<file path="src/inc/pa4_pkg.sv">
// Package of constants and helpers for the eight-bit port with analog and wakeup sharing
package pa4_pkg;

    // ==========================================================
    // Widths
    localparam int unsigned PA4_PIN_W = 8;
    localparam int unsigned PA4_ADR_W = 16;
    localparam int unsigned PA4_DAT_W = 32;
    localparam int unsigned PA4_IDX_W = 14;

    // ==========================================================
    // Register indices; byte address is four times the index
    localparam logic [PA4_IDX_W-1:0] PA4_IDX_OUTPUT_LATCH  = 14'h0004;
    localparam logic [PA4_IDX_W-1:0] PA4_IDX_PIN_STATE     = 14'h0011;
    localparam logic [PA4_IDX_W-1:0] PA4_IDX_DIRECTION     = 14'h0f1e;
    localparam logic [PA4_IDX_W-1:0] PA4_IDX_PULLUP_ENABLE = 14'h0f2b;
    localparam logic [PA4_IDX_W-1:0] PA4_IDX_FUNCTION_SEL  = 14'h0f38;
    localparam logic [PA4_IDX_W-1:0] PA4_IDX_PAD_STATUS    = 14'h0f40;

    // ==========================================================
    // Values after reset
    localparam logic [PA4_PIN_W-1:0] PA4_RST_OUTPUT_LATCH  = 8'h00;
    localparam logic [PA4_PIN_W-1:0] PA4_RST_DIRECTION     = 8'h00;
    localparam logic [PA4_PIN_W-1:0] PA4_RST_PULLUP_ENABLE = 8'h00;
    localparam logic [PA4_PIN_W-1:0] PA4_RST_FUNCTION_SEL  = 8'h00;
    localparam logic [PA4_PIN_W-1:0] PA4_RST_SYNC          = 8'h00;
    localparam logic [PA4_DAT_W-1:0] PA4_RST_READ_DATA     = 32'h0000_0000;

    // ==========================================================
    // Field positions in the pad status register
    localparam int unsigned PA4_STAT_OE_LSB = 0;
    localparam int unsigned PA4_STAT_PU_LSB = 8;
    localparam int unsigned PA4_STAT_AN_LSB = 16;

    // ==========================================================
    // Helpers
    function automatic logic pa4_hit(input logic [PA4_ADR_W-1:0] adr,
                                     input logic [PA4_IDX_W-1:0] idx);
        return adr[PA4_ADR_W-1:2] == idx;
    endfunction

    function automatic logic [PA4_DAT_W-1:0] pa4_widen(input logic [PA4_PIN_W-1:0] v);
        return {{(PA4_DAT_W-PA4_PIN_W){1'b0}}, v};
    endfunction

endpackage

</file>
<file path="src/design/pa4_sync.sv">
// Two-stage synchroniser for the eight pin levels
`timescale 1ns/100ps
module pa4_sync
    import pa4_pkg::*;
(
    input  wire logic                 clk_i,
    input  wire logic                 rst_i,
    input  wire logic [PA4_PIN_W-1:0] async_i,
    output logic      [PA4_PIN_W-1:0] sync_o
);
    // ==========================================================
    // Stages
    logic [PA4_PIN_W-1:0] meta_q;
    logic [PA4_PIN_W-1:0] sync_q;

    // First stage feeds only the second
    always_ff @(posedge clk_i) begin
        if (rst_i) begin
            meta_q <= PA4_RST_SYNC;
            sync_q <= PA4_RST_SYNC;
        end else begin
            meta_q <= async_i;
            sync_q <= meta_q;
        end
    end

    assign sync_o = sync_q;

endmodule // pa4_sync

</file>
<file path="src/design/pa4_pin_cell.sv">
// One pad control cell: driver, output enable, pull-up and analog routing
`timescale 1ns/100ps
module pa4_pin_cell (
    input  wire logic clk_i,
    input  wire logic rst_i,
    input  wire logic latch_i,
    input  wire logic dir_i,
    input  wire logic fsel_i,
    input  wire logic pu_en_i,
    input  wire logic wake_en_i,
    output logic      pad_o,
    output logic      pad_oe_o,
    output logic      pullup_o,
    output logic      analog_o
);
    // ==========================================================
    // Registered pad controls
    logic pad_q;
    logic pad_oe_q;
    logic pullup_q;
    logic analog_q;

    always_ff @(posedge clk_i) begin
        if (rst_i) begin
            pad_q    <= 1'b0;
            pad_oe_q <= 1'b0;
        end else begin
            pad_q    <= latch_i;
            pad_oe_q <= dir_i & ~fsel_i;
        end
    end

    // Pull-up only in wakeup use or plain digital input
    always_ff @(posedge clk_i) begin
        if (rst_i) begin
            pullup_q <= 1'b0;
        end else begin
            pullup_q <= pu_en_i & (wake_en_i | (~fsel_i & ~dir_i));
        end
    end

    always_ff @(posedge clk_i) begin
        if (rst_i) begin
            analog_q <= 1'b0;
        end else begin
            analog_q <= fsel_i;
        end
    end

    assign pad_o    = pad_q;
    assign pad_oe_o = pad_oe_q;
    assign pullup_o = pullup_q;
    assign analog_o = analog_q;

endmodule // pa4_pin_cell

</file>
<file path="src/design/pa4_port.sv">
// Eight-bit port with analog input and key-on wakeup sharing, Wishbone register slave
//
// Chosen here: the Wishbone slave port.
`timescale 1ns/100ps
// Functional notes
// - Eight pins, each with own direction bit
// - Pin i feeds analog channel i, wakeup i
// - Output mode drives the output latch level only while function select is 0
// - Direction 0 input, 1 output, reset 0
// - Enabled wakeup works whatever the direction
// - Enabled wakeup works whatever the function select
// - Pull-up enable 0 keeps pull-up off
// - Pull-up on only for wakeup or input
// - Pin state reads pin only when both 0
module pa4_port
    import pa4_pkg::*;
(
    input  wire logic                 clk_i,
    input  wire logic                 rst_i,
    // Wishbone classic slave
    input  wire logic                 cyc_i,
    input  wire logic                 stb_i,
    input  wire logic                 we_i,
    input  wire logic [PA4_ADR_W-1:0] adr_i,
    input  wire logic [3:0]           sel_i,
    input  wire logic [PA4_DAT_W-1:0] dat_i,
    output logic      [PA4_DAT_W-1:0] dat_o,
    output logic                      ack_o,
    // Pads
    input  wire logic [PA4_PIN_W-1:0] pin_i,
    output logic      [PA4_PIN_W-1:0] pin_o,
    output logic      [PA4_PIN_W-1:0] pin_oe_o,
    output logic      [PA4_PIN_W-1:0] pullup_on_o,
    // Analog converter side
    output logic      [PA4_PIN_W-1:0] analog_channel_input_en_o,
    // Wakeup controller side
    input  wire logic [PA4_PIN_W-1:0] wakeup_enable_bit_i,
    output logic      [PA4_PIN_W-1:0] key_wakeup_input_o
);

    // ==========================================================
    // Registers
    logic [PA4_PIN_W-1:0] output_latch_q;
    logic [PA4_PIN_W-1:0] direction_bits_q;
    logic [PA4_PIN_W-1:0] pullup_enable_bits_q;
    logic [PA4_PIN_W-1:0] function_select_bits_q;
    logic [PA4_DAT_W-1:0] rd_data_q;
    logic                 ack_q;

    // ==========================================================
    // Pin side signals
    logic [PA4_PIN_W-1:0] pin_sync;
    logic [PA4_PIN_W-1:0] pin_state_read;
    logic [PA4_PIN_W-1:0] pad_oe;
    logic [PA4_PIN_W-1:0] pad_pu;
    logic [PA4_PIN_W-1:0] pad_an;

    // ==========================================================
    // Bus decode
    logic                 req;
    logic                 wr_take;
    logic                 wr_lane0;
    logic [PA4_DAT_W-1:0] rd_data_d;

    assign req      = cyc_i & stb_i;
    // Write lands at the edge where the master sees ack
    assign wr_take  = req & we_i & ack_q;
    assign wr_lane0 = wr_take & sel_i[0];

    // ==========================================================
    // Pin input synchroniser
    pa4_sync u_sync (
        .clk_i   (clk_i),
        .rst_i   (rst_i),
        .async_i (pin_i),
        .sync_o  (pin_sync)
    );

    // ==========================================================
    // Pad cells, one per bit
    for (genvar i = 0; i < PA4_PIN_W; i++) begin : g_pin
        pa4_pin_cell u_cell (
            .clk_i     (clk_i),
            .rst_i     (rst_i),
            .latch_i   (output_latch_q[i]),
            .dir_i     (direction_bits_q[i]),
            .fsel_i    (function_select_bits_q[i]),
            .pu_en_i   (pullup_enable_bits_q[i]),
            .wake_en_i (wakeup_enable_bit_i[i]),
            .pad_o     (pin_o[i]),
            .pad_oe_o  (pad_oe[i]),
            .pullup_o  (pad_pu[i]),
            .analog_o  (pad_an[i])
        );
    end

    assign pin_oe_o                  = pad_oe;
    assign pullup_on_o               = pad_pu;
    assign analog_channel_input_en_o = pad_an;

    // ==========================================================
    // Wakeup path
    // Raw synced level goes straight out, untouched by direction or function
    // select, so the wakeup controller sees the pin in every mode.
    assign key_wakeup_input_o = pin_sync;

    // ==========================================================
    // Pin state view
    assign pin_state_read = pin_sync & ~direction_bits_q & ~function_select_bits_q;

    // ==========================================================
    // Output latch
    always_ff @(posedge clk_i) begin
        if (rst_i) begin
            output_latch_q <= PA4_RST_OUTPUT_LATCH;
        end else if (wr_lane0 && pa4_hit(adr_i, PA4_IDX_OUTPUT_LATCH)) begin
            output_latch_q <= dat_i[PA4_PIN_W-1:0];
        end
    end

    // ==========================================================
    // Direction control
    always_ff @(posedge clk_i) begin
        if (rst_i) begin
            direction_bits_q <= PA4_RST_DIRECTION;
        end else if (wr_lane0 && pa4_hit(adr_i, PA4_IDX_DIRECTION)) begin
            direction_bits_q <= dat_i[PA4_PIN_W-1:0];
        end
    end

    // ==========================================================
    // Pull-up enable
    always_ff @(posedge clk_i) begin
        if (rst_i) begin
            pullup_enable_bits_q <= PA4_RST_PULLUP_ENABLE;
        end else if (wr_lane0 && pa4_hit(adr_i, PA4_IDX_PULLUP_ENABLE)) begin
            pullup_enable_bits_q <= dat_i[PA4_PIN_W-1:0];
        end
    end

    // ==========================================================
    // Function select
    always_ff @(posedge clk_i) begin
        if (rst_i) begin
            function_select_bits_q <= PA4_RST_FUNCTION_SEL;
        end else if (wr_lane0 && pa4_hit(adr_i, PA4_IDX_FUNCTION_SEL)) begin
            function_select_bits_q <= dat_i[PA4_PIN_W-1:0];
        end
    end
    // Pin state and pad status have no write branch at all

    // ==========================================================
    // Read multiplexer
    always_comb begin
        rd_data_d = PA4_RST_READ_DATA;
        if (pa4_hit(adr_i, PA4_IDX_OUTPUT_LATCH)) begin
            rd_data_d = pa4_widen(output_latch_q);
        end else if (pa4_hit(adr_i, PA4_IDX_PIN_STATE)) begin
            rd_data_d = pa4_widen(pin_state_read);
        end else if (pa4_hit(adr_i, PA4_IDX_DIRECTION)) begin
            rd_data_d = pa4_widen(direction_bits_q);
        end else if (pa4_hit(adr_i, PA4_IDX_PULLUP_ENABLE)) begin
            rd_data_d = pa4_widen(pullup_enable_bits_q);
        end else if (pa4_hit(adr_i, PA4_IDX_FUNCTION_SEL)) begin
            rd_data_d = pa4_widen(function_select_bits_q);
        end else if (pa4_hit(adr_i, PA4_IDX_PAD_STATUS)) begin
            rd_data_d[PA4_STAT_OE_LSB +: PA4_PIN_W] = pad_oe;
            rd_data_d[PA4_STAT_PU_LSB +: PA4_PIN_W] = pad_pu;
            rd_data_d[PA4_STAT_AN_LSB +: PA4_PIN_W] = pad_an;
        end
    end

    // ==========================================================
    // Handshake
    // One wait state: ack rises the cycle after the request, falls the next.
    // Unmapped addresses are acked too, reading zero, so a bad access never hangs.
    always_ff @(posedge clk_i) begin
        if (rst_i) begin
            ack_q <= 1'b0;
        end else begin
            ack_q <= req & ~ack_q;
        end
    end

    always_ff @(posedge clk_i) begin
        if (rst_i) begin
            rd_data_q <= PA4_RST_READ_DATA;
        end else if (req && !ack_q) begin
            rd_data_q <= rd_data_d;
        end
    end

    assign ack_o = ack_q;
    assign dat_o = rd_data_q;

endmodule // pa4_port

</file>
<file path="config.mk">
export PLATFORM = sky130hd
export DESIGN_NAME = pa4_port
export DESIGN_NICKNAME = d
export VERILOG_FILES = /design/src/inc/pa4_pkg.sv /design/src/design/pa4_sync.sv /design/src/design/pa4_pin_cell.sv /design/src/design/pa4_port.sv
export SDC_FILE = /design/constraint.sdc
export NUM_CORES = 1
export LEC_CHECK = 0
export CORE_MARGIN = 2
export CORE_UTILIZATION = 55
export DETAILED_ROUTE_END_ITERATION = 10
export DONT_BUFFER_PORTS = 1
export PLACE_DENSITY = 0.78
export SYNTH_ARGS = -nofsm -noshare
export SYNTH_HDL_FRONTEND = slang
export SYNTH_SLANG_ARGS = --single-unit
</file>
<file path="constraint.sdc">
create_clock -name clk_i -period 4.15 [get_ports clk_i]
set_clock_uncertainty 0.1 [all_clocks]
set_input_delay 0.83 -clock clk_i [delete_from_list [all_inputs] [get_ports clk_i]]
set_output_delay 0.83 -clock clk_i [all_outputs]
set_load 0.005 [all_outputs]
</file>
==> results.txt, run 1 <==
- Global routing consumed, on the met1 layer, a little over a quarter of the routing resources.
- After detailed routing, the number of remaining DRC violations is 0.
* Die outline area: 0.00846 sq mm
- Once detailed placement completed, the half-perimeter wirelength came to about 6100 um.
* Proportion of synthesized chip area in sequential cells: about 50%
- Among all cell types in the netlist, the one instantiated most often is sky130_fd_sc_hd__dfxtp_1.
- Once the clock tree was built, the setup fixing pass inserted 0 buffers.
* TritonRoute pass-1 iters: 4
- In this run, synthesis produced a sequential element count of 105.
- For the worst flop-to-flop path, the logic depth is 5.
* Post-Place Worst Slack: around 1.5 ns
* Cell type with the largest total area after synthesis: sky130_fd_sc_hd__dfxtp_1
* CTS tree: done
* First-pass GRT wire length: 14000 um
- In this run the tightest slew margin relative to its limit is around a quarter.
- Post-cts sizing count: 0
- Final WS setup: approximately 1.8 ns
- In the final layout, the share of cells above drive strength 1 is roughly 6.7%.
* Share of the clock period used by the worst path after layout: 55.5%
- The run finished with clean final reports.
* Count of input and output buffers: 0
* Die extent in x: approximately 92 um
* Total number of vias: about 2.8k
- At the end of the flow the core is filled with cells to 55.6%.
- The number of buffers and inverters on the critical path is 0.
- In this run, post-CTS hold repair placed 0 buffers.
* Time the worst path needs with I/O delays and setup: 2.30 ns
- In this run, placement finished with an instance count of ~500.
* Critical path required time: 4.31 ns
- The worst hold path belongs to the class register to register.
- GRT met3 Usage: 8.22%
- The via count of the first global-routing pass is around 2.7k.
* Synth Cell Area: approximately 0.0043 sq mm
* Largest net degree at the start of global routing: 106
* GRT busiest layer: met2
- ANT cells: 0
* VDD IR max: roughly 0.15 mV
- Traced cell by cell, the critical path runs through and4bb_2, and4_1, and2b_1, mux2i_1, nor2_1.
- The floorplan step defined a core boundary enclosing approximately 0.0076 sq mm.
- After detailed routing, the number of vias per cell comes to ~5.6.
- Number of fillers in the final layout: 694
- Vert. Die Dim: around 92 um
* Number of cells on the worst hold path: 1
- Total stage count of the critical path: 5
* Number of pins with negative max-slew slack in the final report: 0
- Power per Cell Area: 403 mW/mm^2
- The number of failing hold endpoints at the final stage came to 0.
- Averaged over all synthesized cells, the footprint is between 9 and 10 sq um.
- From synthesis to final layout, the design area changed by -0.588%.
- Count of placed standard cells in the final layout, fillers left out: 506
- Met2 Use GR: between 30% and 40%
- Broken down by cell family, the worst path's largest delay share belongs to simple AND/OR/NAND/NOR gates.
- Summed over its instances, the top area cell type makes up about half of the synthesized netlist area.
- Nature of the critical path endpoint: register
- Top cells by instance count after synthesis: 105 x sky130_fd_sc_hd__dfxtp_1, 84 x sky130_fd_sc_hd__nor2_1, 41 x sky130_fd_sc_hd__buf_4
- Cell type of the slowest stage on the worst timing path: sky130_fd_sc_hd__and2b_1
* Maximum root-to-sink buffer count: 2
* Sum of negative setup slack: 0 ns
* Detailed Route WL: 9160 um
- FFs w/ async S/R, synth: 0%
* Number of clock buffers inserted by TritonCTS: 9
* Sinks on Clock Net: between 100 and 150
* Leak: between 1 and 1.5 nW
- For this run, the slowest stage of the critical path takes between 0.5 and 0.6 ns.
- Largest register FFs: 24
- Setup repair after global routing left no endpoint under its margin.
- At the worst endpoint, the arrival time is around 2.5 ns.
* Main area contributors after synthesis: sky130_fd_sc_hd__dfxtp_1 49%, sky130_fd_sc_hd__mux2i_1 7.5%, sky130_fd_sc_hd__nor2_1 7.4%
* Maximum fanout encountered on the critical timing path: 9
- Cells after synthesis: 440
- Antenna-violating nets left: 0
* Clock root buffer: sky130_fd_sc_hd__clkbuf_8
- Count of flip-flops with a built-in enable after synthesis: 0
- H-tree depth: 3
- Type of element launching the critical path: input pin
* Effective utilization at floorplan: between 50% and 60%
* Number of placed I/O pins: between 100 and 150
* Number of endpoints failing setup at the final stage: 0
- At the end of routability-driven placement, the weighted congestion stood at about 0.86.
- Dominant synthesized flop cell: sky130_fd_sc_hd__dfxtp_1
- Dividing the detail-routed wire length by the instance count gives roughly 18 um.
- The Yosys step of the flow raised 0 warnings.
- At the pin with the least slew margin, the transition time is 1.12 ns.
- The critical path is of the input pin to register type.
- The floorplan has 32 rows.
- Count of max-cap constraint violations: 0
- After clock tree synthesis, the clock-pin slew on the worst setup and hold paths is 0.09 ns.
* Global route overflow: 0
- F_max: between 400 and 500 MHz
* Total routing usage reported by global routing: between 20% and 30%
- The clock reaches the later pin of the worst-skew pair after between 0.3 and 0.4 ns.
* Iteration-0 DRC count of the detailed router: roughly 130
* Number of different library cells in the post-synthesis netlist: 38
* Initial antenna violation count: 0
- Nets@finish: about 470
logic make-up (layout without fill, tap and decap cells):
group           after synthesis  in the layout  share of synthesized area [%]
other cells                   1              8                         0.0881
compound gates               64             64                           10.1
flops                       105            105                           49.4
buf+inv                      59             16                           9.37
simple gates                179            179                           23.5
mux                          32             32                           7.52
metal layers:
metal	wire, um	share of wire [%]	vias to the layer above
li1	-	-	1387
met1	3820	42	1310
met3	978	11	11
met4	141	1.5	0
met5	0	0	-
met2	4230	46	121
path summary, 6_finish.rpt:
check / start / to / slack (ns)
max: adr_i[9] / pullup_enable_bits_q[1] / 1.85
min: u_sync.meta_q[4] / u_sync.sync_o[4] / 0.35
max reg2reg: ack_o / dat_o[10] / 1.94
min reg2reg: u_sync.meta_q[4] / u_sync.sync_o[4] / 0.35
power breakdown:
part | internal (mW) | leakage, nW | switching, mW
clock | 0.329 | 0.109 | 0.332
sequential | 1.01 | 0.849 | 0.00360
combinational | 0.0122 | 0.448 | 0.0168
total | 1.35 | 1.41 | 0.352
cells in the final DEF (no fill, tap or decap), drive strengths merged, types with 2 or more instances in the layout:
cell type / Yosys / routed
nor3: 2 / 2
a21oi: 16 / 16
nor2: 86 / 86
a22oi: 24 / 24
mux2i: 32 / 32
conb: 1 / 8
and4bb: 2 / 2
nand3: 2 / 2
nor4b: 2 / 2
a2bb2oi: 8 / 8
nand4: 4 / 4
nor3b: 17 / 17
nand2: 17 / 17
dfxtp: 105 / 105
o21ai: 8 / 8
nor2b: 32 / 32
clkbuf: 12 / 12
nor4: 3 / 3
nor4bb: 2 / 2
o211ai: 8 / 8
and4: 3 / 3
layout make-up:
type                    count  area [sq um]  share of cell area, %
flip-flops and latches    105          2100                   49.7
clock inverters             3          47.5                   1.12
repair buffers              1          7.51                  0.177
well taps                 102           128                   3.02
multi-input cells         283          1780                   42.1
clock buffers              12           165                   3.90
per-stage QoR:
| step | cell area [sq um] | hold slack (ns) | power (mW) |
|---|---|---|---|
| after floorplan | 4280 | 0.314 | 1.08 |
| after global placement | 4020 | 0.316 | 1.07 |
| after detailed placement | 4020 | 0.326 | 1.07 |
| after CTS | 4230 | 0.349 | 1.72 |
| after global routing | 4230 | 0.357 | 1.76 |
| final | 4230 | 0.347 | 1.71 |
Power figures use the tool's default switching activity.
==> run 2: changes to the inputs <==
- PLACE_DENSITY: 0.78 -> 0.81
- clock period: 4.15 -> 1.9 ns (I/O delays scaled with it)
==> run 2 against run 1 <==
Compared with the run above: setup slack worse by 1.7 ns; sequential power is 120% higher; wire length is 7.1% higher; total power is 110% higher; register-to-register slack worse by 1.8 ns; combinational power grew to 4.0 times the previous value; critical endpoint is now function_select_bits_q[0].
==> results.txt, run 2 (synthesized netlist as in run 1, its figures left out) <==
* Status: finished clean (unchanged)
- Setup repair after global routing missed its margin: false (unchanged).
- Share of the clock period used by the worst path after layout: a little over nine tenths
- The number of cells on the worst reg-to-reg path was 6 (was 5).
- The number of antenna violations at the first check in global routing was 0 (unchanged).
* Detailed Route WL: 9810 um (was 9160 um)
- Number of pins with negative max-slew slack in the final report: 0 (unchanged)
- VDD IR max: 0.537 mV (was 0.154 mV)
- The post-place setup slack was 0.0762 ns (was 1.47 ns).
- Share of layout cells above drive strength 1: 8.78% (was 6.68%)
- Layout-stage area growth over the synthesis result: 8.23% (was -0.588%)
* Largest register FFs: 24 (unchanged)
- Clock root buffer: sky130_fd_sc_hd__clkbuf_8 (unchanged)
* Vert. Die Dim: 92.0 um (unchanged)
- The worst setup slack for register-to-register paths was 0.11 ns (was 1.94 ns).
- Maximum root-to-sink buffer count: 2 (unchanged)
- Number of clock buffers inserted by TritonCTS: 9 (unchanged)
* Time the worst path needs with I/O delays and setup: about 1.8 ns
* Summed area of non-filler cells in the final layout: 0.00461 sq mm (was 0.00423 sq mm)
- Nets@finish: 512 (was 473)
- The average wire per cell in the routed design was 18.0 um (was 18.1 um).
- The total negative setup slack is 0 ns (unchanged).
- Number of core rows: 32 (unchanged)
* Number of placed I/O pins: 146 (unchanged)
- Startpoint of the worst-slack reg-to-reg timing path: ack_o (unchanged)
- The number of violations reported at the end of detailed-routing iteration 0 was 162 (was 125).
- Count of input and output buffers: 0 (unchanged)
- For this run, the top clock speed supported by timing is approximately 560 MHz.
- Global route overflow: 0 (unchanged)
- Power per Cell Area: 769 mW/mm^2 (was 403 mW/mm^2)
- Critical path origin: ack_o (was adr_i[9])
- Post-place instance area: 0.00414 sq mm (was 0.00402 sq mm)
* Number of endpoints failing setup at the final stage: 0 (unchanged)
- The sort of element at the start of the critical path was a register (was input pin).
* Clock transition at path regs: 0.09 ns (about the same)
- Die extent in x: 92.0 um (unchanged)
- The clock insertion delay at the later pin of the skew report came to 0.36 ns (about the same).
* Average via count per standard cell: 5.70 (was 5.59)
- The most common cell after layout, fill and taps aside is sky130_fd_sc_hd__dfxtp_1 (unchanged).
* First-pass GRT wire length: 15200 um (was 14000 um)
- TritonRoute pass-1 iters: 5 (was 4)
- Sinks on Clock Net: 105 (unchanged)
- DRC errors left: 0 (unchanged)
- Largest net degree at the start of global routing: 69 (was 106)
- Antenna-violating nets left: 0 (unchanged)
- Count of max-cap constraint violations: 0 (unchanged)
- The end point of the critical path was function_select_bits_q[0] (was pullup_enable_bits_q[1]).
* Leak: 1.63 nW (was 1.41 nW)
- The type of the most critical hold path is input pin to register (was register to register).
* Total number of vias: 3110 (was 2829)
* Maximum fanout encountered on the critical timing path: 8 (was 9)
* Start-to-end type of the worst setup path: register to register (was input pin to register)
* Post-cts sizing count: 0 (unchanged)
* Nature of the critical path endpoint: register (unchanged)
* Effective utilization at floorplan: 56.0% (unchanged)
* Routability congestion estimate: 0.850 (was 0.858)
- The global-route total usage across every layer is 23.6% (was 21.6%).
- ANT cells: 0 (unchanged)
- The core region area is 0.00761 sq mm (unchanged).
* Vias in the first global route: 3028 (was 2693)
- Die outline area: 0.00846 sq mm (unchanged)
* DPL Wire Length: 6370 um (was 6120 um)
- The data arrival at the endpoint of the critical path was 1.94 ns (was 2.46 ns).
- Number of hold violations in the final report: 0 (unchanged)
* H-tree depth: 3 (unchanged)
- Commonest cells after routing, fill and taps aside: 105 x sky130_fd_sc_hd__dfxtp_1, 84 x sky130_fd_sc_hd__nor2_1, 32 x sky130_fd_sc_hd__mux2i_1, 32 x sky130_fd_sc_hd__nor2b_1, 27 x sky130_fd_sc_hd__dlygate4sd3_1 (was 105 x sky130_fd_sc_hd__dfxtp_1, 84 x sky130_fd_sc_hd__nor2_1, 32 x sky130_fd_sc_hd__mux2i_1, 32 x sky130_fd_sc_hd__nor2b_1, 24 x sky130_fd_sc_hd__a22oi_1).
- The number of fillers in the final layout is 654 (was 694).
- Final WS setup: 0.107 ns (was 1.85 ns)
* Worst reg2reg endpoint: function_select_bits_q[0] (was dat_o[10])
- The CTS tree was done (unchanged).
- Critical path required time: 2.05 ns (was 4.31 ns)
-- run 2: changes by cell type in the layout (fill, tap and decap cells not counted), sizes merged --
| cell | before | now |
|---|---|---|
| buf | 1 | 13 |
| bufinv | 1 | 0 |
| dlygate4sd3 | 0 | 27 |
| clkbuf | 12 | 10 |
| clkinv | 1 | 3 |
| clkinvlp | 0 | 2 |
-- run 2: layer usage --
metal	track usage [%]	vias up	share of wire [%]
li1	-	1465	-
met1	28.3	1464	40
met2	38.2	161	47
met3	9.29	20	11
met4	9.58	0	2.0
met5	0	-	0
-- run 2: power by group --
group          switching (mW)  total [mW]  internal (mW)  leakage, nW
sequential            0.00803        2.22           2.22        0.849
clock                   0.725        1.20          0.479       0.0827
combinational          0.0645       0.117         0.0530        0.696
total                   0.797        3.54           2.75         1.63
-- run 2: what timing repair did --
action,4_1_cts,5_1_grt
endpoints found under the hold margin,94,0
hold buffers,28,0
buffers inserted,0,0
-- run 2: worst min-delay path by stage --
| stage | startpoint | end | slack, ns | depth (start not counted) |
|---|---|---|---|---|
| 2_1_floorplan | u_sync.meta_q[0] | u_sync.sync_o[0] | 0.31 | 1 |
| 3_3_place_gp | u_sync.meta_q[5] | u_sync.sync_o[5] | 0.32 | 1 |
| 3_5_place_dp | u_sync.meta_q[2] | u_sync.sync_o[2] | 0.32 | 1 |
| 4_1_cts | rst_i | g_pin[0].u_cell.pullup_o | 0.01 | 1 |
| 5_1_grt | rst_i | g_pin[0].u_cell.pullup_o | 0.007 | 1 |
| 6_report | rst_i | g_pin[0].u_cell.pullup_o | 0.04 | 1 |
-- run 2: metrics by stage --
stage / std cells / utilization (%) / hold slack (ns) / total power, mW
final: 546 / 60.6 / 0.0376 / 3.54
after CTS: 546 / 60.6 / 0.0103 / 3.58
after floorplan: 447 / - / 0.314 / 2.37
after global placement: 502 / 54.4 / 0.317 / 2.34
after detailed placement: 502 / 54.4 / 0.320 / 2.34
after global routing: 546 / 60.6 / 0.00728 / 3.66
-- run 2: critical path, stage by stage (launching register included) --
cell and delay (ns):
sky130_fd_sc_hd__dfxtp_1 0.39, sky130_fd_sc_hd__and3_1 0.19, sky130_fd_sc_hd__nand3_1 0.23, sky130_fd_sc_hd__nor3b_2 0.24
sky130_fd_sc_hd__buf_4 0.24, sky130_fd_sc_hd__mux2i_1 0.24, sky130_fd_sc_hd__nor2_1 0.05
-- run 2: final cells by class --
cell class                 count  area (sq um)  share of cell area (%)
clock buffer                  10           128                    2.77
clock inverter                 6          42.5                   0.923
multi-input combinational    283          1780                    38.7
sequential                   105          2100                    45.6
tap                          102           128                    2.77
timing repair buffer          40           425                    9.23
